==> config.mk <==
export PLATFORM = sky130hd
export DESIGN_NAME = frrl_supervisor
export DESIGN_NICKNAME = d
export VERILOG_FILES = /design/src/frrl_pkg.sv /design/src/frrl_supervisor.sv
export VERILOG_INCLUDE_DIRS = /design/src
export SDC_FILE = /design/constraint.sdc
export NUM_CORES = 1
export LEC_CHECK = 0
export BUFFER_PORTS_ARGS = -buffer_cell sky130_fd_sc_hd__buf_2
export CAP_MARGIN = 15
export CORE_MARGIN = 2
export CORE_UTILIZATION = 30
export DETAILED_ROUTE_END_ITERATION = 12
export PLACE_DENSITY_LB_ADDON = 0.25
export REMOVE_ABC_BUFFERS = 1
export SETUP_SLACK_MARGIN = 0.1
export SYNTH_ARGS = -nofsm -noshare
export SYNTH_HDL_FRONTEND = slang
export SYNTH_SLANG_ARGS = --single-unit
==> constraint.sdc <==
create_clock -name ref_clk -period 32 [get_ports ref_clk]
set_input_delay 0 -clock ref_clk [delete_from_list [all_inputs] [get_ports ref_clk]]
set_output_delay 0 -clock ref_clk [all_outputs]
set_load 0.01 [all_outputs]
==> src/frrl_regs.svh <==
// Constants for the fault restart and reference loss supervisor
`ifndef FRRL_REGS_SVH
`define FRRL_REGS_SVH

`define FRRL_CLK_HZ          125000000
`define FRRL_LOSS_WIN_MS     400
`define FRRL_LOSS_WIN_CYC    ((`FRRL_CLK_HZ / 1000) * `FRRL_LOSS_WIN_MS)
`define FRRL_LOSS_DROP_PCT   90
`define FRRL_PCT_FULL        100
`define FRRL_HOLD_PCT        80
`define FRRL_CLEAR_MIN       10
`define FRRL_CLEAR_CYC       (64'd125000000 * 64'd60 * 64'd10)
`define FRRL_LIMIT_MAX       4'ha
`define FRRL_FN_REF_LOST     8'h0c
`define FRRL_FN_RESTART      8'h1e
`define FRRL_FN_W            8
`define FRRL_RIDE_CONT1      2'h1
`define FRRL_RIDE_CONT2      2'h2
`define FRRL_DIAG_CYC        16

`endif

==> src/frrl_pkg.sv <==
// Types for the fault restart and reference loss supervisor
package frrl_pkg;

    typedef enum logic [1:0] {
        FRRL_RUN,
        FRRL_DIAG,
        FRRL_SEARCH,
        FRRL_TRIP
    } frrl_state_t;

    typedef enum logic [3:0] {
        FRRL_F_EXCESS_CURRENT,
        FRRL_F_GROUND_LEAK,
        FRRL_F_FUSE_OPEN,
        FRRL_F_EXCESS_BUS_V,
        FRRL_F_BUS_UNDERV,
        FRRL_F_SUPPLY_V,
        FRRL_F_MISSING_PHASE,
        FRRL_F_BRAKE_HOT,
        FRRL_F_BRAKE_SWITCH,
        FRRL_F_MOTOR_OVLD,
        FRRL_F_DRIVE_OVLD,
        FRRL_F_MOTOR_HOT,
        FRRL_F_TORQUE_1,
        FRRL_F_TORQUE_2,
        FRRL_F_COUNT
    } frrl_fault_idx_t;

endpackage

==> src/frrl_supervisor.sv <==
// Fault auto restart, reference loss and brake resistor guard logic
`timescale 1ns/1ns
`default_nettype none
`include "frrl_regs.svh"

module frrl_supervisor #(
    parameter int          REF_W      = 16,
    parameter int          N_OUT      = 5,
    parameter logic [63:0] CLEAR_CYC  = `FRRL_CLEAR_CYC,
    parameter logic [31:0] LOSS_CYC   = `FRRL_LOSS_WIN_CYC
) (
    // Clock, reset, enable
    input  wire logic                    ref_clk,
    input  wire logic                    rstn,
    input  wire logic                    clk_en,
    // Settings
    input  wire logic                    ref_loss_action_select,
    input  wire logic [3:0]              restart_attempt_limit,
    input  wire logic                    restart_fault_contact_select,
    input  wire logic [N_OUT*8-1:0]      contact_output_function_select,
    input  wire logic [1:0]              power_loss_ride_select,
    input  wire logic                    brake_resistor_guard_enable,
    // Reference and operation
    input  wire logic [REF_W-1:0]        analog_ref,
    input  wire logic                    run_cmd,
    input  wire logic                    fault_reset,
    input  wire logic                    diag_done,
    input  wire logic                    diag_error,
    input  wire logic                    search_done,
    // Fault detectors
    input  wire logic                    excess_current_fault,
    input  wire logic                    ground_leak_fault,
    input  wire logic                    fuse_open_fault,
    input  wire logic                    excess_bus_voltage_fault,
    input  wire logic                    bus_undervoltage_fault,
    input  wire logic                    supply_voltage_fault,
    input  wire logic                    missing_phase_fault,
    input  wire logic                    brake_resistor_hot,
    input  wire logic                    brake_switch_fail,
    input  wire logic                    motor_thermal_overload,
    input  wire logic                    drive_thermal_overload,
    input  wire logic                    motor_hot,
    input  wire logic                    torque_excess_first,
    input  wire logic                    torque_excess_second,
    input  wire logic                    other_fault,
    // Drive and status outputs
    output logic [REF_W-1:0]             speed_ref,
    output logic                         drive_enable,
    output logic                         diag_start,
    output logic                         search_start,
    output logic                         ref_lost,
    output logic                         restart_active,
    output logic                         fault_contact,
    output logic                         trip,
    output logic                         resistor_hot_alarm,
    output logic [3:0]                   attempt_count,
    output logic [N_OUT-1:0]             contact_out
);
    import frrl_pkg::*;

    typedef struct packed {
        frrl_state_t        st;
        logic [31:0]        win_cnt;
        logic [REF_W-1:0]   win_start;
        logic [REF_W-1:0]   held_ref;
        logic               lost;
        logic [63:0]        clean_cnt;
        logic               since_restart;
        logic [3:0]         count;
        logic [REF_W-1:0]   speed;
        logic               drive;
        logic               diag;
        logic               search;
        logic               restart;
        logic               fcontact;
        logic               trip;
        logic               rh_alarm;
        logic [N_OUT-1:0]   contacts;
    } frrl_state_s_t;

    frrl_state_s_t s_q;
    frrl_state_s_t s_d;

    ////////////////////////////////////////////////////////////////////////////
    // Helpers

    function automatic logic [REF_W-1:0] pct_of(input logic [REF_W-1:0] v,
                                                input logic [7:0] pct);
        logic [REF_W+7:0] prod;
        prod = {8'h00, v} * {{REF_W{1'b0}}, pct};
        return REF_W'(prod / (REF_W+8)'(`FRRL_PCT_FULL));
    endfunction

    logic [FRRL_F_COUNT-1:0] fault_vec;
    logic                    eligible;
    logic                    any_fault;
    logic                    ride_on;
    logic                    rh_active;
    logic [3:0]              limit_eff;

    always_comb
    begin
        rh_active = brake_resistor_hot && brake_resistor_guard_enable;
        ride_on   = (power_loss_ride_select == `FRRL_RIDE_CONT1) ||
                    (power_loss_ride_select == `FRRL_RIDE_CONT2);
        fault_vec = '0;
        fault_vec[FRRL_F_EXCESS_CURRENT] = excess_current_fault;
        fault_vec[FRRL_F_GROUND_LEAK]    = ground_leak_fault;
        fault_vec[FRRL_F_FUSE_OPEN]      = fuse_open_fault;
        fault_vec[FRRL_F_EXCESS_BUS_V]   = excess_bus_voltage_fault;
        fault_vec[FRRL_F_BUS_UNDERV]     = bus_undervoltage_fault && ride_on;
        fault_vec[FRRL_F_SUPPLY_V]       = supply_voltage_fault;
        fault_vec[FRRL_F_MISSING_PHASE]  = missing_phase_fault;
        fault_vec[FRRL_F_BRAKE_HOT]      = rh_active;
        fault_vec[FRRL_F_BRAKE_SWITCH]   = brake_switch_fail;
        fault_vec[FRRL_F_MOTOR_OVLD]     = motor_thermal_overload;
        fault_vec[FRRL_F_DRIVE_OVLD]     = drive_thermal_overload;
        fault_vec[FRRL_F_MOTOR_HOT]      = motor_hot;
        fault_vec[FRRL_F_TORQUE_1]       = torque_excess_first;
        fault_vec[FRRL_F_TORQUE_2]       = torque_excess_second;
        // Undervoltage without ride-through counts as non-eligible
        eligible  = (|fault_vec) && !other_fault &&
                    !(bus_undervoltage_fault && !ride_on);
        any_fault = (|fault_vec) || other_fault || bus_undervoltage_fault;
        limit_eff = (restart_attempt_limit > `FRRL_LIMIT_MAX) ?
                    `FRRL_LIMIT_MAX : restart_attempt_limit;
    end

    ////////////////////////////////////////////////////////////////////////////
    // Next state

    always_comb
    begin
        s_d        = s_q;
        s_d.diag   = 1'b0;
        s_d.search = 1'b0;

        // Reference loss window
        if (s_q.win_cnt >= LOSS_CYC - 32'h1)
        begin
            s_d.win_cnt   = '0;
            s_d.win_start = analog_ref;
            if (!s_q.lost)
                s_d.held_ref = analog_ref;
        end
        else
        begin
            s_d.win_cnt = s_q.win_cnt + 32'h1;
        end
        if (!s_q.lost && s_q.win_start != '0 &&
            analog_ref <= pct_of(s_q.win_start, 8'(`FRRL_PCT_FULL - `FRRL_LOSS_DROP_PCT)))
        begin
            s_d.lost     = 1'b1;
            s_d.held_ref = s_q.win_start;
        end
        else if (s_q.lost && analog_ref > pct_of(s_q.held_ref,
                                                 8'(`FRRL_PCT_FULL - `FRRL_LOSS_DROP_PCT)))
        begin
            s_d.lost = 1'b0;
        end

        if (s_d.lost && ref_loss_action_select)
            s_d.speed = pct_of(s_d.held_ref, 8'(`FRRL_HOLD_PCT));
        else
            s_d.speed = analog_ref;

        // Clean running timer for count clearing
        if (s_q.st == FRRL_RUN && s_q.since_restart && run_cmd && !any_fault)
        begin
            if (s_q.clean_cnt >= CLEAR_CYC - 64'h1)
            begin
                s_d.count         = '0;
                s_d.since_restart = 1'b0;
                s_d.clean_cnt     = '0;
            end
            else
                s_d.clean_cnt = s_q.clean_cnt + 64'h1;
        end
        else
            s_d.clean_cnt = '0;

        unique case (s_q.st)
            FRRL_RUN:
            begin
                s_d.drive = run_cmd;
                if (run_cmd && any_fault)
                begin
                    s_d.drive = 1'b0;
                    if (eligible && s_q.count < limit_eff)
                    begin
                        s_d.st       = FRRL_DIAG;
                        s_d.diag     = 1'b1;
                        s_d.count    = s_q.count + 4'h1;
                        s_d.fcontact = restart_fault_contact_select;
                    end
                    else
                    begin
                        s_d.st       = FRRL_TRIP;
                        s_d.trip     = 1'b1;
                        s_d.fcontact = 1'b1;
                    end
                end
            end
            FRRL_DIAG:
            begin
                if (diag_done && diag_error)
                begin
                    s_d.st       = FRRL_TRIP;
                    s_d.trip     = 1'b1;
                    s_d.fcontact = 1'b1;
                end
                else if (diag_done)
                begin
                    s_d.st     = FRRL_SEARCH;
                    s_d.search = 1'b1;
                end
            end
            FRRL_SEARCH:
            begin
                if (search_done)
                begin
                    s_d.st            = FRRL_RUN;
                    s_d.drive         = run_cmd;
                    s_d.fcontact      = 1'b0;
                    s_d.since_restart = 1'b1;
                end
            end
            FRRL_TRIP:
            begin
                s_d.drive = 1'b0;
                if (fault_reset)
                begin
                    s_d.st            = FRRL_RUN;
                    s_d.count         = '0;
                    s_d.trip          = 1'b0;
                    s_d.fcontact      = 1'b0;
                    s_d.since_restart = 1'b0;
                end
            end
        endcase

        // Resistor overheat coasts the motor
        if (rh_active)
        begin
            s_d.rh_alarm = 1'b1;
            s_d.drive    = 1'b0;
        end
        else if (fault_reset)
            s_d.rh_alarm = 1'b0;

        // Registered restart flag keeps the status output off the state decode
        s_d.restart = (s_d.st == FRRL_DIAG) || (s_d.st == FRRL_SEARCH);

        for (int i = 0; i < N_OUT; i++)
        begin
            s_d.contacts[i] =
                ((contact_output_function_select[i*`FRRL_FN_W +: `FRRL_FN_W] ==
                  `FRRL_FN_REF_LOST) && s_d.lost) ||
                ((contact_output_function_select[i*`FRRL_FN_W +: `FRRL_FN_W] ==
                  `FRRL_FN_RESTART) && s_d.restart);
        end
    end

    ////////////////////////////////////////////////////////////////////////////
    // State register; reset models power-up

    always_ff @(posedge ref_clk)
    begin
        if (!rstn)
        begin
            s_q    <= '0;
            s_q.st <= FRRL_RUN;
        end
        else if (clk_en)
            s_q <= s_d;
    end

    assign speed_ref          = s_q.speed;
    assign drive_enable       = s_q.drive;
    assign diag_start         = s_q.diag;
    assign search_start       = s_q.search;
    assign ref_lost           = s_q.lost;
    assign restart_active     = s_q.restart;
    assign fault_contact      = s_q.fcontact;
    assign trip               = s_q.trip;
    assign resistor_hot_alarm = s_q.rh_alarm;
    assign attempt_count      = s_q.count;
    assign contact_out        = s_q.contacts;

endmodule // frrl_supervisor

`default_nettype wire

# == Yosys cells after proc, flatten, opt, wreduce, memory -nomap -nowiden ==
# Cells that the tools add are included.
# classes
add_sub_neg,3
n_mul,3
div,3
n_lt_le_gt_ge,6
eq_ne,23
n_mux,44
n_reduce_logical,50
# ops
op,count
64-bit two-way mux,2
64-bit by 1-bit adder with 64-bit output (second input constant),1
64-bit by 37-bit >= comparator with 1-bit output (second input constant),1
16-bit two-way mux,4
16-bit by 3-bit multiplier with 19-bit output (second input constant),3
20-bit by 7-bit divider with 24-bit output (second input constant),2
8-bit by 4-bit equality test with 1-bit output (second input constant),5
8-bit by 5-bit equality test with 1-bit output (second input constant),5
32-bit by 1-bit adder with 32-bit output (second input constant),1
32-bit by 26-bit >= comparator with 1-bit output (second input constant),1
32-bit two-way mux,1
1-bit logical AND,25
23-bit by 7-bit divider with 24-bit output (second input constant),1
2-bit two-way mux,10
16-bit greater-than comparator,1
16-bit less-or-equal comparator,1
16-bit nonzero test,1
1-bit two-way mux,15
5-bit two-way mux,3
14-bit OR reduction,1
4-bit two-way mux,3
1-bit logical OR,9
2-bit equality test (second input constant),4
2-bit != test (second input constant),4
other kinds (20),28
# word_totals
register_bits,164
input_bits,88
word_cells,149

# == Logic depth before layout (Yosys ltp) ==
# Gate-level depths: netlist (run 1).
# depth
depth_word,14
mapped_depth,121
depth_no_buf,110

# == Worst setup path before layout (run 1) ==
# No wires, ideal clock.
# synth_path
path_type,flip-flop to flip-flop
start,reg s_q[115] (netlist name)
end,reg s_q (netlist bit speed_ref[0])
arrival_ns,26.238
required_ns,31.878
setup_slack_ns,5.640
stages_incl_launch_ff,111
n_path_buf,5
cell_sequence,dfxtp_1 ha_1 ha_1 fa_1 a21o_1 a21oi_2 o21bai_1 a21oi_1 o21bai_1 a21oi_1 o21bai_1 a21oi_1 o21bai_1 xnor2_1 o31ai_1 o21ai_0 a21oi_1 o2bb2ai_1 (+75 left out) nand3_1 nor2_2 xnor2_1 inv_1 ha_1 inv_1 or3_1 a211o_1 a221o_1 o211ai_2 nand2_1 o21ai_0 ha_1 nor2b_1 nor3_1 o31ai_1 o21ai_1 a221o_1
# synth_lines
item,line_no,source
from (decl),frrl_supervisor.sv:81,frrl_state_s_t s_q;

==> results of run 1 <==
how the worst min path moves through the flow:
stage                 from       endpoint  slack, ps  cells after the start
2_1_floorplan       clk_en  speed_ref[14]         90                      1
3_3_place_gp   search_done        s_q[32]        310                      3
3_5_place_dp   search_done        s_q[32]        320                      3
4_1_cts          diag_done  fault_contact         90                      7
5_1_grt          diag_done       s_q[162]        140                      5
6_report         diag_done  fault_contact        120                      7
flip-flops by register name, summed over array words and instances (netlist names), 4 cells and up:
name / flops
speed_ref: 16
contact_out: 5
s_q: 131
attempt_count: 4
layout by cell type, fill, tap and decap left out, drive strengths merged, types with 49 or more instances in the layout:
master | synthesis | routed
nor2b | 59 | 59
o21ai | 202 | 202
nor2 | 255 | 255
buf | 47 | 137
and3 | 49 | 49
nand2 | 225 | 225
dfxtp | 164 | 164
ha | 125 | 125
and2 | 55 | 55
xnor2 | 88 | 88
o211ai | 53 | 53
mux2i | 91 | 91
nand3 | 90 | 90
a21oi | 207 | 207
inv | 82 | 90
nor3 | 96 | 96
stage by stage:
stage                     area [um^2]  power, mW  util, %  setup WS [ps]  hold slack [ps]
after floorplan                 19400      0.237        -           5030             89.4
after global placement          21200      0.261     32.2           1200              307
after detailed placement        21200      0.260     32.2            736              316
after CTS                       22200      0.485     33.7            645             91.2
after global routing            22400      0.499     34.0            189              143
final                           22400      0.476     34.0           2540              123
kinds of logic after synthesis:
| kind of cell | Yosys count | share of synthesized area [%] |
|---|---|---|
| and+or+nand+nor | 1048 | 26.5 |
| muxes | 109 | 5.57 |
| adders and majority gates | 137 | 8.58 |
| DFF | 164 | 16.4 |
| xor gates and xnor gates | 130 | 5.70 |
| buffers and inverters | 206 | 4.52 |
| AOI/OAI and AO/OA | 929 | 32.7 |
per-layer routing:
metal / track usage (%) / vias to the layer above / part of all wire, %
met5: 0 / - / 0
met4: 4.54 / 0 / 1.7
met3: 2.27 / 67 / 4.1
met2: 26.4 / 481 / 43
met1: 24.4 / 9586 / 51
li1: - / 10530 / -
repair_timing:
action | CTS | global route
buffers inserted | 0 | 1
hold endpoints to repair | 55 | 0
gates resized for setup | 0 | 28
hold buffers | 41 | 0
setup endpoints to repair | 0 | 4
worst max-delay path, delay by kind of cell (launching register included):
family	cells	cell delay (ps)
muxes	5	1290
DFF	1	500
buffers and inverters	6	1070
and+or+nand+nor	17	4320
AOI/OAI and AO/OA	68	18600
xor gates and xnor gates	2	520
adders and majority gates	10	2980
cell type report:
type	count	area [um^2]	share of cell area [%]
Timing Repair Buffer	178	1140	5.10
Tap cell	864	1080	4.83
Multi-Input combinational cell	2353	16000	71.3
Clock buffer	17	425	1.90
Clock inverter	15	179	0.799
Sequential cell	164	3280	14.7
Inverter	85	319	1.42
power by group:
group          switching (mW)  leakage, nW  internal, mW  total [mW]
Combinational          0.0289         7.26        0.0204      0.0493
Sequential            0.00235         1.33         0.207       0.209
Clock                   0.113        0.288         0.105       0.218
synth_stat cells, types with 11 or more instances:
library cell,instances
nor3_1,95
xnor2_1,88
a211oi_1,41
or2_2,19
nor2_1,253
buf_4,29
nor2b_1,59
and2_1,55
o21a_1,19
clkbuf_1,74
mux2i_1,91
dfxtp_1,164
o31ai_1,15
a21oi_1,197
o211ai_1,50
o22ai_1,18
a21boi_0,14
o221ai_1,19
nand2b_1,19
buf_2,11
nand3_1,89
a211o_1,16
nor3b_1,31
nand4_1,33
a21o_1,33
and3_1,49
o21ai_1,20
mux2_2,18
nor4_1,43
o21ai_0,178
or3_1,26
ha_1,125
a31oi_1,45
nand2_1,223
o211a_1,13
xor2_1,42
o21bai_1,15
inv_1,77
o31a_1,11
==> impl_results.md, run 1 <==
- Worst-Skew Late Latency: 510 ps
- Sequential area share after synthesis: 16.4%
- Crit start category: flop
- Critical path arrival: 29850 ps
- Final Hold Fails: 0
- Final nets: approximately 3k
- Worst IR drop on VDD: 0.0376 mV
- Register bit total from synthesis: 164
- Synth warnings: 0
- Syn-to-layout area delta: 12.1%
- Yosys cell types: roughly 120
- Starting DRT DRC Count: ~1.6k
- RR Startpoint: s_q[115]
- Post-synth top area share: between 10% and 20%
- Die Wd: 262 um
- Antenna Cells: 0
- EDFF count, synth: 0
- Synth area leader: dfxtp_1
- Total track usage: between 10% and 20%
- Max Cap Viol: 0
- R2R depth: ~110
- Core area: 0.0659 mm^2
- Largest net degree at the start of global routing: a little over 70
- Port Buffers: between 100 and 150
- Fmax: approximately 34 MHz
- First drt pass iteration count: 6
- Post-DR wirelength/cell: 16.3 um
- Status: finished clean
- Post-synth ARST share: 0%
- H-tree levels: 4
- Fin Setup TNS: 0 ps
- Minimum clock period: 29460 ps
- Core Rows: between 90 and 100
- Die area: slightly below 0.07 mm^2
- Drc violations: 0
- Vias in the first global route: around 19k
- Req. time, crit path: ~32000 ps
- Die Y: 262 um
- First-pass GRT wire length: between 90000 and 100000 um
- Placer congestion estimate: 0.886
- Largest cells by area after synthesis: dfxtp_1, ha_1, a21oi_1
- Crit-path slowest cell: a2111oi_1
- Worst Tran Pin Value: roughly 1100 ps
- CTS buffer count: 17
- CTS tree: done
- Routed Antenna Nets: 0
- Rel. slew slack: a little over a quarter
- Critical path destination: speed_ref[0]
- Period utilization: slightly above 90%
- Clock skew: roughly 26 ps
- Placed cells: between 3k and 4k
- Final setup violation count: 0
- Critical path peak fanout: 34
- Ys flop type: dfxtp_1
- R2R setup slack: 2540 ps
- RSZ-0062 raised after global routing: false
- Power per cell area: about 21 mW/mm^2
- DPL Wire Length: between 40000 and 50000 um
- Initial core utilization: a little under a third
- Final max-slew violation count: 0
- CP endpoint kind: flop
- # IOs: ~120
- Via count: 20.7k
- Synthesized area per cell: about 7.3 um^2
- Clock root buffer: clkbuf_16
- GRT overflow: 0
- CP startpoint: s_q[115]
- Routed WL: 60000 um
- Post-Layout Cell Count: 3676
- Crit path largest cell delay: around 700 ps
- Routed vias/inst: around 5.6
- FILL cells: between 7k and 8k
- Share of cells above drive strength 1: 11.2%
- Worst Hold Class: primary input to flop
- Critical register-to-register path endpoint: speed_ref[0]
- CTS Buffer Depth: 2
- Worst Path Class, Setup: flop to flop
- Leakage Power: approximately 8.9 nW
- Initial antenna violation count: 1
- Clock transition at path regs: roughly 80 ps
- Syn Inst Count: between 2k and 3k
- Clock sinks: around 160
- Post-synthesis cell area: roughly 0.02 mm^2
Note: power is estimated with default switching activity, not from simulation.
==> run 2, diff against run 1 <==
- ABC_AREA: not set -> 1
==> run 2 against run 1 <==
- synthesized cell count grew 5.9%
- clock skew fell by 11 ps
- die area fell by 11%
- final cell count is 2.8% higher
- register-to-register slack better by 8000 ps
- via count is 14% lower
- critical path type unchanged
==> impl_results.md, run 2 <==
- Rel. slew slack: 36.5% (was 26.2%)
- Final max-slew violation count: 0 (unchanged)
- Via count: 17.9k (was 20.7k)
- Antenna Cells: 0 (unchanged)
- Largest cells by area after synthesis: dfxtp_1, nand2_1, ha_1 (was dfxtp_1, ha_1, a21oi_1)
- Final setup violation count: 0 (unchanged)
- Clock skew: 14.9 ps (was 26.1 ps)
- Syn-to-layout area delta: 12.4% (was 12.1%)
- Die Y: 247 um (was 262 um)
- Die area: 0.0609 mm^2 (was 0.0687 mm^2)
- FILL cells: 6530 (was 7079)
- Most common cell in the netlist: nand2_1 (was nor2_1)
- Critical path arrival: 21730 ps (was 29850 ps)
- CTS buffer count: 17 (unchanged)
- Clock sinks: 164 (unchanged)
- Port Buffers: 120 (unchanged)
- # IOs: 121 (unchanged)
- Share of cells above drive strength 1: 15.3% (was 11.2%)
- Yosys cell types: 65 (was 119)
- Max Cap Viol: 0 (unchanged)
- Total track usage: 15.5% (was 17.0%)
- Post-synth ARST share: 0% (unchanged)
- First drt pass iteration count: 5 (was 6)
- Ys flop type: dfxtp_1 (unchanged)
- Drc violations: 0 (unchanged)
- H-tree levels: 4 (unchanged)
- Crit-path slowest cell: o21ai_0 (was a2111oi_1)
- Post-DR wirelength/cell: 12.4 um (was 16.3 um)
- Placer congestion estimate: 0.861 (was 0.886)
- Commonest non-fill, non-tap cell in the layout: nand2_1 (was nor2_1)
- Fin Setup TNS: 0 ps (unchanged)
- Buf/Inv on CP: 11 (was 6)
- Most frequent cells in the layout: nand2_1, inv_1, nor2_1 (was nor2_1, nand2_1, a21oi_1)
- Worst Path Class, Setup: flop to flop (unchanged)
- Fmax: 46.7 MHz (was 33.9 MHz)
- Routed Antenna Nets: 0 (unchanged)
- Synth warnings: 0 (unchanged)
- Worst Tran Pin Value: 950 ps (was 1110 ps)
- Status: finished clean (unchanged)
- RSZ-0062 raised after global routing: false (unchanged)
- Final instance area: 0.0199 mm^2 (was 0.0224 mm^2)
- Crit-path most repeated cell: nand2_1
- EDFF count, synth: 0 (unchanged)
- GRT overflow: 0 (unchanged)
- CP endpoint kind: flop (unchanged)
- Clock transition at path regs: 80 ps (about the same)
- Minimum clock period: 21430 ps (was 29460 ps)
- Core Rows: 89 (was 94)
- Final Hold Fails: 0 (unchanged)
- Initial antenna violation count: 0 (was 1)
- Post-synth top cells: nand2_1, inv_1, nor2_1 (was nor2_1, nand2_1, a21oi_1)
- Starting DRT DRC Count: 929 (was 1574)
- Sequential area share after synthesis: 18.6% (was 16.4%)
- CTS tree: done (unchanged)
- Post-synthesis cell area: 0.0177 mm^2 (was 0.0200 mm^2)
- Fin Hold WS: 82.7 ps (was 123 ps)
- Final nets: 3208 (was 3015)
- Initial core utilization: 30.1% (was 30.3%)
- Post-DP Area: 0.0189 mm^2 (was 0.0212 mm^2)
- Synthesized area per cell: 6.13 um^2 (was 7.34 um^2)
- Die Wd: 247 um (was 262 um)
- Largest net degree at the start of global routing: 87 (was 71)
- Register bit total from synthesis: 164 (unchanged)
- Post-CTS setup buffers: 0 (unchanged)
- Worst Hold Class: primary input to flop (unchanged)
- Largest register FFs: 131 (unchanged)
- Post-synth top area share: 18.6% (was 16.4%)
- Worst-Skew Late Latency: 460 ps (was 510 ps)
- Req. time, crit path: 32310 ps (was 32390 ps)
- Period utilization: 67.0% (was 92.1%)
- Top Family by Delay on Critical Path: simple AND/OR/NAND/NOR gates (was compound AO/OA/AOI/OAI gates)
- Synth area leader: dfxtp_1 (unchanged)
- Critical path peak fanout: 18 (was 34)
- First-pass GRT wire length: 79200 um (was 96800 um)
- DPL Wire Length: 36600 um (was 45400 um)
- Routed vias/inst: 4.73 (was 5.62)
- Vias in the first global route: 16.6k (was 18.6k)
- CTS Buffer Depth: 2 (unchanged)
- Clock root buffer: clkbuf_16 (unchanged)
- R2R setup slack: 10570 ps (was 2540 ps)
- Largest Register: s_q (unchanged)
- Crit path largest cell delay: 530 ps (was 680 ps)
- Syn Inst Count: 2884 (was 2723)
- Crit start category: flop (unchanged)
- Routed WL: 47000 um (was 60000 um)
- Core area: 0.0587 mm^2 (was 0.0659 mm^2)
run 2: final timing paths:
kind | start | endpoint | cells after the start
worst max-delay path | s_q[115] | speed_ref[0] | 181
worst min-delay path | other_fault | s_q[66] | 6
worst max register to register | s_q[115] | speed_ref[0] | 181
worst min register to register | s_q[159] | s_q[159] | 2
run 2: stage by stage:
stage               instances  utilization (%)  setup slack (ps)
CTS                      3778             33.9             10640
finish                   3778             33.9             10570
detailed placement       3706             32.3             10700
global route             3778             33.9              7770
global placement         3706             32.3             10930
floorplan                2806                -             13640
run 2: cell type report:
type / count / area, um^2 / area share (%)
multi-input combinational: 2235 / 12500 / 62.8
sequential: 164 / 3280 / 16.5
inverter: 407 / 1540 / 7.72
timing repair buffer: 167 / 1050 / 5.30
tap: 773 / 967 / 4.86
clock buffer: 18 / 429 / 2.16
clock inverter: 14 / 120 / 0.604
run 2: repair_timing:
action / in CTS / in global routing
hold buffers: 40 / 0
endpoints found under the setup margin: 0 / 0
endpoints found under the hold margin: 26 / 0
resized for setup: 0 / 0
run 2: cell families after synthesis:
group	share of synthesized area, %
AO/OA/AOI/OAI	14.1
XOR/XNOR	4.26
flip-flops	18.6
AND/OR/NAND/NOR	43.1
buffers and inverters	10.9
adder cells (fa/ha/maj)	9.18
run 2: layer usage:
metal	wire length, um	vias to the layer above	track usage [%]
met2	21500	203	26.5
li1	-	9651	-
met3	1310	32	1.82
met4	464	0	3.05
met1	23800	7971	20.8
met5	0	-	0
run 2: worst reg2reg max path: cells and delay by family, from the launching register on:
kind	cells	cell delay [ps]
xor gates and xnor gates	1	350
AOI/OAI and AO/OA	15	2760
DFF	1	420
buffers and inverters	11	1000
and+or+nand+nor	146	14430
adders and majority gates	8	2300
Power of run 2 is left out: the tool's default activity adds up to more than one toggle a clock period on the data nets, which glitch-free logic cannot reach.
